<file path="config.mk">
export PLATFORM = sky130hd
export DESIGN_NAME = fwsc_top
export DESIGN_NICKNAME = d
export VERILOG_FILES = /design/src/core/fwsc_pkg.sv /design/src/core/fwsc_top.sv /design/src/core/fwsc_flag_cell.sv
export SDC_FILE = /design/constraint.sdc
export NUM_CORES = 1
export LEC_CHECK = 0
export BUFFER_PORTS_ARGS = -buffer_cell sky130_fd_sc_hd__buf_2
export CORE_ASPECT_RATIO = 0.9
export CORE_MARGIN = 1.5
export CORE_UTILIZATION = 35
export CTS_CLUSTER_DIAMETER = 60
export DETAILED_ROUTE_END_ITERATION = 10
export SYNTH_ARGS = -nofsm -noshare
export SYNTH_HDL_FRONTEND = slang
export SYNTH_HIERARCHICAL = 1
export SYNTH_SLANG_ARGS = --single-unit
</file>
<file path="constraint.sdc">
create_clock -name ref_clk -period 3.2 [get_ports ref_clk]
set_clock_uncertainty 0.1 [all_clocks]
set_input_delay 0 -clock ref_clk [delete_from_list [all_inputs] [get_ports ref_clk]]
set_output_delay 0 -clock ref_clk [all_outputs]
set_load 0.01 [all_outputs]
</file>
<file path="src/core/fwsc_pkg.sv">
// Register map, field positions and flag indices of the protection slice
package fwsc_pkg;

	// Register offsets
	localparam logic [7:0] ADDR_FAULT_STATUS  = 8'h72;
	localparam logic [7:0] ADDR_WARN_STATUS   = 8'h73;
	localparam logic [7:0] ADDR_REPORT_MASK   = 8'h74;
	localparam logic [7:0] ADDR_LATCH_CTL     = 8'h75;
	localparam logic [7:0] ADDR_RECOVERY_CTL  = 8'h76;
	localparam logic [7:0] ADDR_LIMIT_CTL     = 8'h77;
	localparam logic [7:0] ADDR_FAULT_CLEAR   = 8'h78;

	// Reset values and writable bits
	localparam logic [7:0] RST_REPORT_MASK    = 8'h00;
	localparam logic [7:0] RST_LATCH_CTL      = 8'hF8;
	localparam logic [7:0] RST_RECOVERY_CTL   = 8'h00;
	localparam logic [7:0] RST_LIMIT_CTL      = 8'h00;
	localparam logic [7:0] WMASK_RECOVERY     = 8'h90;
	localparam logic [7:0] WMASK_LIMIT        = 8'h1F;
	localparam logic [7:0] READ_ZERO          = 8'h00;

	// Fault-clear register
	localparam int FAULT_CLEAR_BIT            = 7;

	// Fault report mask bits
	localparam int MSK_THERM_SHUTDOWN         = 7;
	localparam int MSK_LOGIC_UNDER            = 6;
	localparam int MSK_LOGIC_OVER             = 5;
	localparam int MSK_CLOCK_ERROR            = 4;
	localparam int MSK_POWER_UNDER            = 3;
	localparam int MSK_POWER_OVER             = 2;
	localparam int MSK_OFFSET_FAULT           = 1;
	localparam int MSK_OVERCURRENT            = 0;

	// Latch enable, warning and limit report mask bits
	localparam int LEN_LIMIT_FAULT            = 7;
	localparam int LEN_LIMIT_WARN             = 6;
	localparam int LEN_CLOCK_FAULT            = 5;
	localparam int LEN_SHUTDOWN               = 4;
	localparam int LEN_THERM_WARN             = 3;
	localparam int MSK_THERM_WARNING          = 2;
	localparam int MSK_LIMIT_WARNING          = 1;
	localparam int MSK_LIMIT_FAULT            = 0;

	// Recovery control bits
	localparam int RCV_CLOCK_DETECT_LATCH     = 7;
	localparam int RCV_SHUTDOWN_AUTO          = 4;

	// Current limit control bits
	localparam int LIM_LEVEL_HI               = 4;
	localparam int LIM_LEVEL_LO               = 3;
	localparam int LIM_FUNCTION_EN            = 2;
	localparam int LIM_WARNING_EN             = 1;
	localparam int LIM_FAULT_EN               = 0;
	localparam logic [1:0] LEVEL_RESERVED     = 2'h3;

	// Flag vector layout
	localparam int FLG_THERM                  = 0;
	localparam int FLG_LF1                    = 1;
	localparam int FLG_LF2                    = 2;
	localparam int FLG_LW1                    = 3;
	localparam int FLG_LW2                    = 4;
	localparam int FLG_TW_LO                  = 5;
	localparam int FLG_TW_HI                  = 8;
	localparam int FLG_CLOCK                  = 9;
	localparam int FLG_DC1                    = 10;
	localparam int FLG_DC2                    = 11;
	localparam int FLG_OC1                    = 12;
	localparam int FLG_OC2                    = 13;
	localparam int FLG_CDET                   = 14;
	localparam int NUM_FLAGS                  = 15;

endpackage

</file>
<file path="src/core/fwsc_top.sv">
// Protection status and control registers with fault pin and output gating
// How it works
// - Thermal shutdown latches flag, tristates output, reports
// - Thermal flag stays set until clear write
// - Auto-recovery resumes once overheating has gone
// - Auto-recovery bit enables recovery, resets to zero
// - Channel limit fault sets its status bit
// - Channel limit warning sets its warning bit
// - Four thermal warning levels reported separately
// - Report mask register masks one source each
// - Latch enables per group default on; clock detect latch enable defaults off
// - Warning and limit report masks default off
// - Clock detect status latched only when enabled
// - Level field selects limit fraction, 11 reserved
// - Limiting works only while function enabled
// - Warnings and faults need their own enables
// - Limit fault enable resets to zero
// - Writing one to clear bit clears faults
// - Offset and overcurrent faults latch and tristate
`timescale 1ns/100ps
module fwsc_top
	import fwsc_pkg::*;
(
	// Clock and reset
	input  wire logic       ref_clk,
	input  wire logic       nrst,
	// Register port
	input  wire logic [7:0] regAddr,
	input  wire logic       regWrite,
	input  wire logic [7:0] regWrData,
	input  wire logic       regRead,
	output logic      [7:0] regRdData_q,
	output logic            regRdValid_q,
	// Live protection conditions
	input  wire logic       thermShutdownIn,
	input  wire logic [3:0] thermWarnIn,
	input  wire logic [1:0] chanLimitFaultIn,
	input  wire logic [1:0] chanLimitWarnIn,
	input  wire logic       clockErrorIn,
	input  wire logic       clockDetectIn,
	input  wire logic [1:0] chanOffsetFaultIn,
	input  wire logic [1:0] chanOverCurrentIn,
	input  wire logic       logicSupplyUnderIn,
	input  wire logic       logicSupplyOverIn,
	input  wire logic       powerSupplyUnderIn,
	input  wire logic       powerSupplyOverIn,
	// Fault pin and output stage
	output logic            faultReport_q,
	output logic            outputHiZ_q,
	// Current limiter controls
	output logic            limitFunctionEnable_q,
	output logic            limitWarningEnable_q,
	output logic            limitFaultEnable_q,
	output logic      [1:0] limitLevelSelect_q,
	// Clock detection status
	output logic            clockDetectStatus_q
);
	import fwsc_pkg::*;

	typedef struct packed {
		logic [7:0] reportMask;
		logic [7:0] latchCtl;
		logic [7:0] recoveryCtl;
		logic [7:0] limitCtl;
		logic       thermHold;
		logic       faultReport;
		logic       hiZ;
		logic [7:0] rdData;
		logic       rdValid;
	} fwsc_state_t;

	localparam fwsc_state_t RESET_STATE = '{
		reportMask:  RST_REPORT_MASK,
		latchCtl:    RST_LATCH_CTL,
		recoveryCtl: RST_RECOVERY_CTL,
		limitCtl:    RST_LIMIT_CTL,
		thermHold:   1'b0,
		faultReport: 1'b0,
		hiZ:         1'b0,
		rdData:      READ_ZERO,
		rdValid:     1'b0
	};

	fwsc_state_t            s_d;
	fwsc_state_t            s_q;
	logic [NUM_FLAGS-1:0]   liveVec;
	logic [NUM_FLAGS-1:0]   latchVec;
	logic [NUM_FLAGS-1:0]   flag_q;
	logic                   faultClear;
	logic                   limitOn;

	function automatic logic wrHit(input logic [7:0] addr,
		input logic [7:0] target, input logic wr);
		wrHit = wr && (addr == target);
	endfunction

	function automatic logic [7:0] readMux(input logic [7:0] addr,
		input fwsc_state_t st, input logic [NUM_FLAGS-1:0] fl);
		case (addr)
			ADDR_FAULT_STATUS: readMux = {5'h0, fl[FLG_LF2],
				fl[FLG_LF1], fl[FLG_THERM]};
			ADDR_WARN_STATUS:  readMux = {2'h0, fl[FLG_LW1], fl[FLG_LW2],
				fl[FLG_TW_HI:FLG_TW_LO]};
			ADDR_REPORT_MASK:  readMux = st.reportMask;
			ADDR_LATCH_CTL:    readMux = st.latchCtl;
			ADDR_RECOVERY_CTL: readMux = st.recoveryCtl;
			ADDR_LIMIT_CTL:    readMux = st.limitCtl;
			default:           readMux = READ_ZERO;
		endcase
	endfunction

	assign faultClear = wrHit(regAddr, ADDR_FAULT_CLEAR, regWrite)
		&& regWrData[FAULT_CLEAR_BIT];

	// Limiter events only count while the limiter itself runs
	assign limitOn = s_q.limitCtl[LIM_FUNCTION_EN];

	always_comb begin
		liveVec = '0;
		latchVec = '0;
		liveVec[FLG_THERM] = thermShutdownIn;
		latchVec[FLG_THERM] = s_q.latchCtl[LEN_SHUTDOWN];
		liveVec[FLG_LF1] = chanLimitFaultIn[0] && limitOn
			&& s_q.limitCtl[LIM_FAULT_EN];
		liveVec[FLG_LF2] = chanLimitFaultIn[1] && limitOn
			&& s_q.limitCtl[LIM_FAULT_EN];
		latchVec[FLG_LF1] = s_q.latchCtl[LEN_LIMIT_FAULT];
		latchVec[FLG_LF2] = s_q.latchCtl[LEN_LIMIT_FAULT];
		liveVec[FLG_LW1] = chanLimitWarnIn[0] && limitOn
			&& s_q.limitCtl[LIM_WARNING_EN];
		liveVec[FLG_LW2] = chanLimitWarnIn[1] && limitOn
			&& s_q.limitCtl[LIM_WARNING_EN];
		latchVec[FLG_LW1] = s_q.latchCtl[LEN_LIMIT_WARN];
		latchVec[FLG_LW2] = s_q.latchCtl[LEN_LIMIT_WARN];
		liveVec[FLG_TW_HI:FLG_TW_LO] = thermWarnIn;
		latchVec[FLG_TW_HI:FLG_TW_LO] = {4{s_q.latchCtl[LEN_THERM_WARN]}};
		liveVec[FLG_CLOCK] = clockErrorIn;
		latchVec[FLG_CLOCK] = s_q.latchCtl[LEN_CLOCK_FAULT];
		liveVec[FLG_DC2:FLG_DC1] = chanOffsetFaultIn;
		liveVec[FLG_OC2:FLG_OC1] = chanOverCurrentIn;
		latchVec[FLG_OC2:FLG_DC1] = 4'hF;
		liveVec[FLG_CDET] = clockDetectIn;
		latchVec[FLG_CDET] = s_q.recoveryCtl[RCV_CLOCK_DETECT_LATCH];
	end

	fwsc_flag_cell #(
		.WIDTH    (NUM_FLAGS)
	) u_flags (
		.ref_clk  (ref_clk),
		.nrst     (nrst),
		.liveIn   (liveVec),
		.latchEn  (latchVec),
		.clearReq (faultClear),
		.flag_q   (flag_q)
	);

	always_comb begin
		s_d = s_q;
		if (wrHit(regAddr, ADDR_REPORT_MASK, regWrite)) begin
			s_d.reportMask = regWrData;
		end
		if (wrHit(regAddr, ADDR_LATCH_CTL, regWrite)) begin
			s_d.latchCtl = regWrData;
		end
		if (wrHit(regAddr, ADDR_RECOVERY_CTL, regWrite)) begin
			s_d.recoveryCtl = regWrData & WMASK_RECOVERY;
		end
		if (wrHit(regAddr, ADDR_LIMIT_CTL, regWrite)) begin
			s_d.limitCtl = regWrData & WMASK_LIMIT;
			// A reserved level code would leave the threshold undefined
			if (regWrData[LIM_LEVEL_HI:LIM_LEVEL_LO] == LEVEL_RESERVED) begin
				s_d.limitCtl[LIM_LEVEL_HI:LIM_LEVEL_LO] =
					s_q.limitCtl[LIM_LEVEL_HI:LIM_LEVEL_LO];
			end
		end
		// Output stays off until recovery or a clear; a new event wins
		if (thermShutdownIn) begin
			s_d.thermHold = 1'b1;
		end else if (faultClear) begin
			s_d.thermHold = 1'b0;
		end else if (s_q.recoveryCtl[RCV_SHUTDOWN_AUTO]) begin
			s_d.thermHold = 1'b0;
		end
		s_d.hiZ = s_d.thermHold | (|chanOffsetFaultIn)
			| (|chanOverCurrentIn) | (|flag_q[FLG_OC2:FLG_DC1]);
		s_d.faultReport =
			(flag_q[FLG_THERM] && !s_q.reportMask[MSK_THERM_SHUTDOWN])
			|| (logicSupplyUnderIn && !s_q.reportMask[MSK_LOGIC_UNDER])
			|| (logicSupplyOverIn && !s_q.reportMask[MSK_LOGIC_OVER])
			|| (flag_q[FLG_CLOCK] && !s_q.reportMask[MSK_CLOCK_ERROR])
			|| (powerSupplyUnderIn && !s_q.reportMask[MSK_POWER_UNDER])
			|| (powerSupplyOverIn && !s_q.reportMask[MSK_POWER_OVER])
			|| ((|flag_q[FLG_DC2:FLG_DC1])
				&& !s_q.reportMask[MSK_OFFSET_FAULT])
			|| ((|flag_q[FLG_OC2:FLG_OC1])
				&& !s_q.reportMask[MSK_OVERCURRENT])
			|| ((|flag_q[FLG_TW_HI:FLG_TW_LO])
				&& !s_q.latchCtl[MSK_THERM_WARNING])
			|| ((|flag_q[FLG_LW2:FLG_LW1])
				&& !s_q.latchCtl[MSK_LIMIT_WARNING])
			|| ((|flag_q[FLG_LF2:FLG_LF1])
				&& !s_q.latchCtl[MSK_LIMIT_FAULT]);
		s_d.rdValid = regRead;
		s_d.rdData = regRead ? readMux(regAddr, s_q, flag_q) : READ_ZERO;
	end

	always_ff @(posedge ref_clk or negedge nrst) begin
		if (!nrst) begin
			s_q <= RESET_STATE;
		end else begin
			s_q <= s_d;
		end
	end

	assign regRdData_q           = s_q.rdData;
	assign regRdValid_q          = s_q.rdValid;
	assign faultReport_q         = s_q.faultReport;
	assign outputHiZ_q           = s_q.hiZ;
	assign limitFunctionEnable_q = s_q.limitCtl[LIM_FUNCTION_EN];
	assign limitWarningEnable_q  = s_q.limitCtl[LIM_WARNING_EN];
	assign limitFaultEnable_q    = s_q.limitCtl[LIM_FAULT_EN];
	assign limitLevelSelect_q    = s_q.limitCtl[LIM_LEVEL_HI:LIM_LEVEL_LO];
	assign clockDetectStatus_q   = flag_q[FLG_CDET];
endmodule

</file>
<file path="src/core/fwsc_flag_cell.sv">
// Bank of status flags that either latch or follow their live condition
`timescale 1ns/100ps
module fwsc_flag_cell #(
	parameter int WIDTH = 15
) (
	// Clock and reset
	input  wire logic             ref_clk,
	input  wire logic             nrst,
	// Conditions and controls
	input  wire logic [WIDTH-1:0] liveIn,
	input  wire logic [WIDTH-1:0] latchEn,
	input  wire logic             clearReq,
	// Flags
	output logic      [WIDTH-1:0] flag_q
);
	typedef struct packed {
		logic [WIDTH-1:0] flag;
	} fwsc_cell_state_t;

	fwsc_cell_state_t s_d;
	fwsc_cell_state_t s_q;

	if (WIDTH < 1) begin : g_bad_width
		$error("flag bank needs at least one flag");
	end

	// Set wins over a clear arriving in the same cycle
	always_comb begin
		s_d = s_q;
		s_d.flag = liveIn | (s_q.flag & latchEn & {WIDTH{~clearReq}});
	end

	always_ff @(posedge ref_clk or negedge nrst) begin
		if (!nrst) begin
			s_q <= '0;
		end else begin
			s_q <= s_d;
		end
	end

	assign flag_q = s_q.flag;
endmodule

</file>
== Yosys cells after proc, flatten, opt, wreduce, memory -nomap -nowiden ==
Cells that the tools add are included.
Cells by class
  shift operators: 0
  multiplexer cells: 5
  equality and inequality tests: 8
  reductions and logical operators: 55
  bitwise operators: 8
  $add $sub $neg: 0
  divide/modulo/power cells: 0
  order comparisons: 0
  multipliers: 0
Operator list (number)
  8-bit by 7-bit equality test with 1-bit output, second input constant: 7
  8-bit one-hot mux with 6 select lines: 1
  15-bit AND: 2
  1-bit logical AND: 25
  15-bit bitwise OR: 1
  2-bit OR reduction: 6
  1-bit zero test: 11
  1-bit logical OR: 10
  8-bit two-way mux: 1
  4-bit OR reduction: 2
  1-bit two-way mux: 3
  1-bit bitwise OR: 3
  2-bit equality test, second input constant: 1
  1-bit NOT: 2
  2-bit AND reduction: 1
Storage, ports and cells
  memory bits (read-only): 0
  output and inout port bits: 17
  latch bits: 0
  memory bits (writable): 0
  input bits: 39
  register bits after elaboration: 50
  memories kept: 0

== Logic depth before layout (Yosys ltp) ==
  depth in word-level cells: 12
  gate-level depth with buffers: 5

== Cells and area by module ==
The synthesis kept the hierarchy.
Modules (own cells, without submodules)
  fwsc_top: cells an instance 155, times used 1, area an instance 1898.1 um^2, seq. area each 882.1 um^2
  fwsc_flag_cell: cells an instance 46, times used 1, area an instance 555.5 um^2, seq. area each 375.4 um^2

== Least setup slack after synthesis ==
Ideal clock, no wire load.
  path type: input -> register
  start: in regAddr[7]
  end: reg u_flags.s_q (netlist bit u_flags/flag_q[4])
  path slack: 1.763 ns
  library setup time: 0.124 ns
  data arrival time: 1.213 ns
  cell stages on the path: 5
  buffers on the path: 2
  path through: nand4b_4 buf_2 nor4b_2 buf_6 o21bai_1
RTL lines
  start, declared: RTL line fwsc_top.sv:28  | input wire logic [7:0] regAddr,
  end signal, assigned: RTL line fwsc_flag_cell.sv:35  | s_q <= '0;
  end signal, assigned: RTL line fwsc_flag_cell.sv:37  | s_q <= s_d;
  end, declared: RTL line fwsc_flag_cell.sv:21  | fwsc_cell_state_t s_q;

==> results by group <==
Critical path
  – CP startpoint: u_flags/flag_q[8]
  – R2R depth: 4
  – R2R setup slack: 1.12 ns
  – Crit-path max FO: 3
  – Worst path arrival time: 2.17 ns
  – Worst r2r src: u_flags/flag_q[8]
  – Critical Path End: faultReport_q
  – Critical Path End Type: flop
  – Crit start category: flop
  – Critical path class: reg -> reg
  – CP required: 3.29 ns
  – Worst r2r dst: faultReport_q

Finish
  – Inserted Diodes: 0
  – Design Area, Final: 0.00314 sq mm
  – Cell Count, Final, Fillers Out: 370
  – Core Util, Final: 0.470
  – Share of layout cells above drive strength 1: 0.364
  – Final layout net count: 318
  – Area delta synth->final: 28.0%

STA
  – Final period utilization: 0.650
  – Max_slew headroom: 0.411
  – Tightest hold margin: 0.0238 ns
  – Final worst slack: 1.12 ns
  – Slew Viols, Final: 0
  – Min Tclk post-route: 2.08 ns
  – Setup TNS Final: 0 ns
  – RSZ-0062 raised after global routing: no
  – Max Fclk: 0.481 GHz
  – Fin. Hold Viols: 0
  – Final setup vio count: 0
  – Worst slew pin tran: 0.883 ns

Synth
  – Synth Register Bits: 50
  – Post-synth EDFFs: 0
  – Seq/Total Area, Yosys: 0.512
  – Count of cell types in the netlist: 39
  – Post-Synthesis Cell Area: 0.00245 sq mm
  – Cells after Synth: 201
  – Synth Area per Inst: 12.2 sq um
  – Yosys Warn Count: 6
  – Synth Flop Type: dfrtp_1
  – Ys async rst share: 1.00

Detailed routing
  – Pre-antenna DRT Iters: 4
  – Post-DRT Antenna Nets: 0
  – Vias: 1772
  – Starting DRT DRC Count: 57
  – Detailed Route WL: 5.75 mm
  – Vias per inst: 4.79
  – Drt drc: 0
  – Routed WL per cell: 15.5 um

Die
  – Die H: 82.4 um
  – Core footprint: 0.00669 sq mm
  – Die area: 0.00752 sq mm
  – Core Rows: 28
  – Die Wd: 91.3 um
  – IO Pins: 56
  – Initial Util: 0.367

Place
  – Final Wtd Congestion: 0.799
  – DP HPWL: 4.18 mm
  – Placed cell count: 334
  – DP Area: 0.00275 sq mm
  – Port Buffers: 55
  – Post-place setup slack: 1.49 ns

CTS
  – # H-tree levels: 2
  – CTS max path bufs: 2
  – CTS tree: yes
  – Clock Sinks: 50
  – Inserted Clock Buffers: 5
  – Postcts setup bufs: 0
  – CTS Root Cell: clkbuf_8
  – Clock Latency Late Sink: 0.30 ns
  – Register clock-pin slew on the reported worst setup and hold paths: 0.10 ns

Global route
  – Met2 Use GR: 0.256
  – Initial antenna violation count: 0
  – Largest net degree at the start of global routing: 40
  – Tot GR Track Use: 0.162
  – Gr busiest metal: met2
  – M3 GR Usage: 0.0293
  – Vias in the first global route: 1771
  – Gr ovfl total: 0
  – GR met1 Demand/Resource: 0.228
  – First-pass GRT wire length: 9.27 mm

Power and ir drop
  – Pwr per Cell Area: 403 mW/mm^2
  – P_leak: 1.45 nW
  – Tot Pwr: 1.27 mW
  – Max VDD drop: 223 uV

Worst hold path
  – Min-delay worst type: in -> reg

Outcome
  – Status: finished clean

Job
  – Max-Cap Viols: 0
[cells in the mapped netlist, types with 3 or more instances]
cell	number	share of area
dfrtp_1	45	0.46
mux2_2	21	0.096
nand2_1	16	0.024
o21bai_1	16	0.049
buf_4	10	0.031
mux2i_1	9	0.037
nor4_1	9	0.023
nand2b_1	8	0.020
buf_2	6	0.012
nor2_1	6	0.0092
and3_1	5	0.013
dfstp_2	5	0.054
inv_1	4	0.0061
o21a_1	3	0.0092
o21ai_0	3	0.0061
[flip-flops by register name, indices dropped and copies added (netlist names)]
name	flops
u_flags/flag_q	15
outputHiZ_q	1
limitLevelSelect_q	2
latchVec	6
s_q	13
faultReport_q	1
regRdValid_q	1
regRdData_q	8
limitFaultEnable_q	1
limitWarningEnable_q	1
limitFunctionEnable_q	1
[cell families (layout without fill, tap and decap cells)]
group / after synthesis / after routing / share of synthesized area
AND/OR/NAND/NOR: 63 / 63 / 0.179
AO/OA/AOI/OAI: 34 / 34 / 0.107
multiplexers: 32 / 32 / 0.147
flip-flops: 50 / 50 / 0.512
buffers and inverters: 21 / 97 / 0.0535
other: 1 / 4 / 0.00153
[power breakdown]
| group | switching [mW] | leakage (nW) | total [mW] | internal [mW] |
|---|---|---|---|---|
| clock | 0.207 | 0.0514 | 0.440 | 0.233 |
| combinational | 0.0685 | 0.767 | 0.145 | 0.0767 |
| sequential | 0.0223 | 0.630 | 0.679 | 0.657 |
| total | 0.298 | 1.45 | 1.27 | 0.967 |
[layout make-up]
cell class | count | area [sq um]
fillers | 633 | 3550
repair buffers | 85 | 571
clock buffers | 6 | 72.6
multi-input cells | 133 | 1080
flip-flops and latches | 50 | 1260
clock inverters | 2 | 37.5
well taps | 90 | 113
inverters | 4 | 15.0
[what timing repair did]
item                      in CTS  in global routing
hold buffers                  28                  0
hold endpoints to repair      79                  0
gates resized for setup        0                  0
[cell usage in the layout (no fill, tap or decap), drive strengths merged, types with 2 or more instances in the layout]
| cell type | Yosys | layout |
|---|---|---|
| buf | 17 | 57 |
| dfrtp | 45 | 45 |
| dlygate4sd3 | 0 | 28 |
| mux2 | 22 | 22 |
| nand2 | 17 | 17 |
| o21bai | 16 | 16 |
| nor4 | 11 | 11 |
| mux2i | 9 | 9 |
| nand2b | 8 | 8 |
| nor2 | 6 | 6 |
| clkbuf | 0 | 6 |
| and3 | 5 | 5 |
| dfstp | 5 | 5 |
| inv | 4 | 4 |
| conb | 1 | 4 |
| o21ai | 3 | 3 |
| o21a | 3 | 3 |
| nor3 | 2 | 2 |
| or4 | 2 | 2 |
| nor2b | 2 | 2 |
| a221oi | 2 | 2 |
| nor3b | 2 | 2 |
| o2bb2ai | 2 | 2 |
| nor4b | 2 | 2 |
| o2111ai | 2 | 2 |
| o221ai | 2 | 2 |
| o21ba | 2 | 2 |
| nand3b | 2 | 2 |
[worst min-delay path by stage]
stage	endpoint	depth (start not counted)	slack (ns)	from
finish	regRdData_q[4]	3	0.02	regAddr[2]
global route	regRdData_q[7]	2	0.03	regAddr[2]
CTS	regRdData_q[4]	3	0.006	regAddr[2]
detailed placement	regRdValid_q	1	0.05	regRead
global placement	regRdValid_q	1	0.05	regRead
floorplan	faultReport_q	0	-0.40	nrst
[metal layers]
layer / vias up / wire length (um)
met4: 0 / 50
met2: 47 / 2580
met1: 843 / 2890
met5: - / 0
li1: 877 / -
met3: 5 / 234
[critical path, cell delays in order, from the launching register on]
cell and delay (ns):
dfrtp_1 0.44, nor4_1 0.29, nor2_1 0.07, or4_1 0.51, dlygate4sd3_1 0.57
Power figures use the tool's default switching activity.
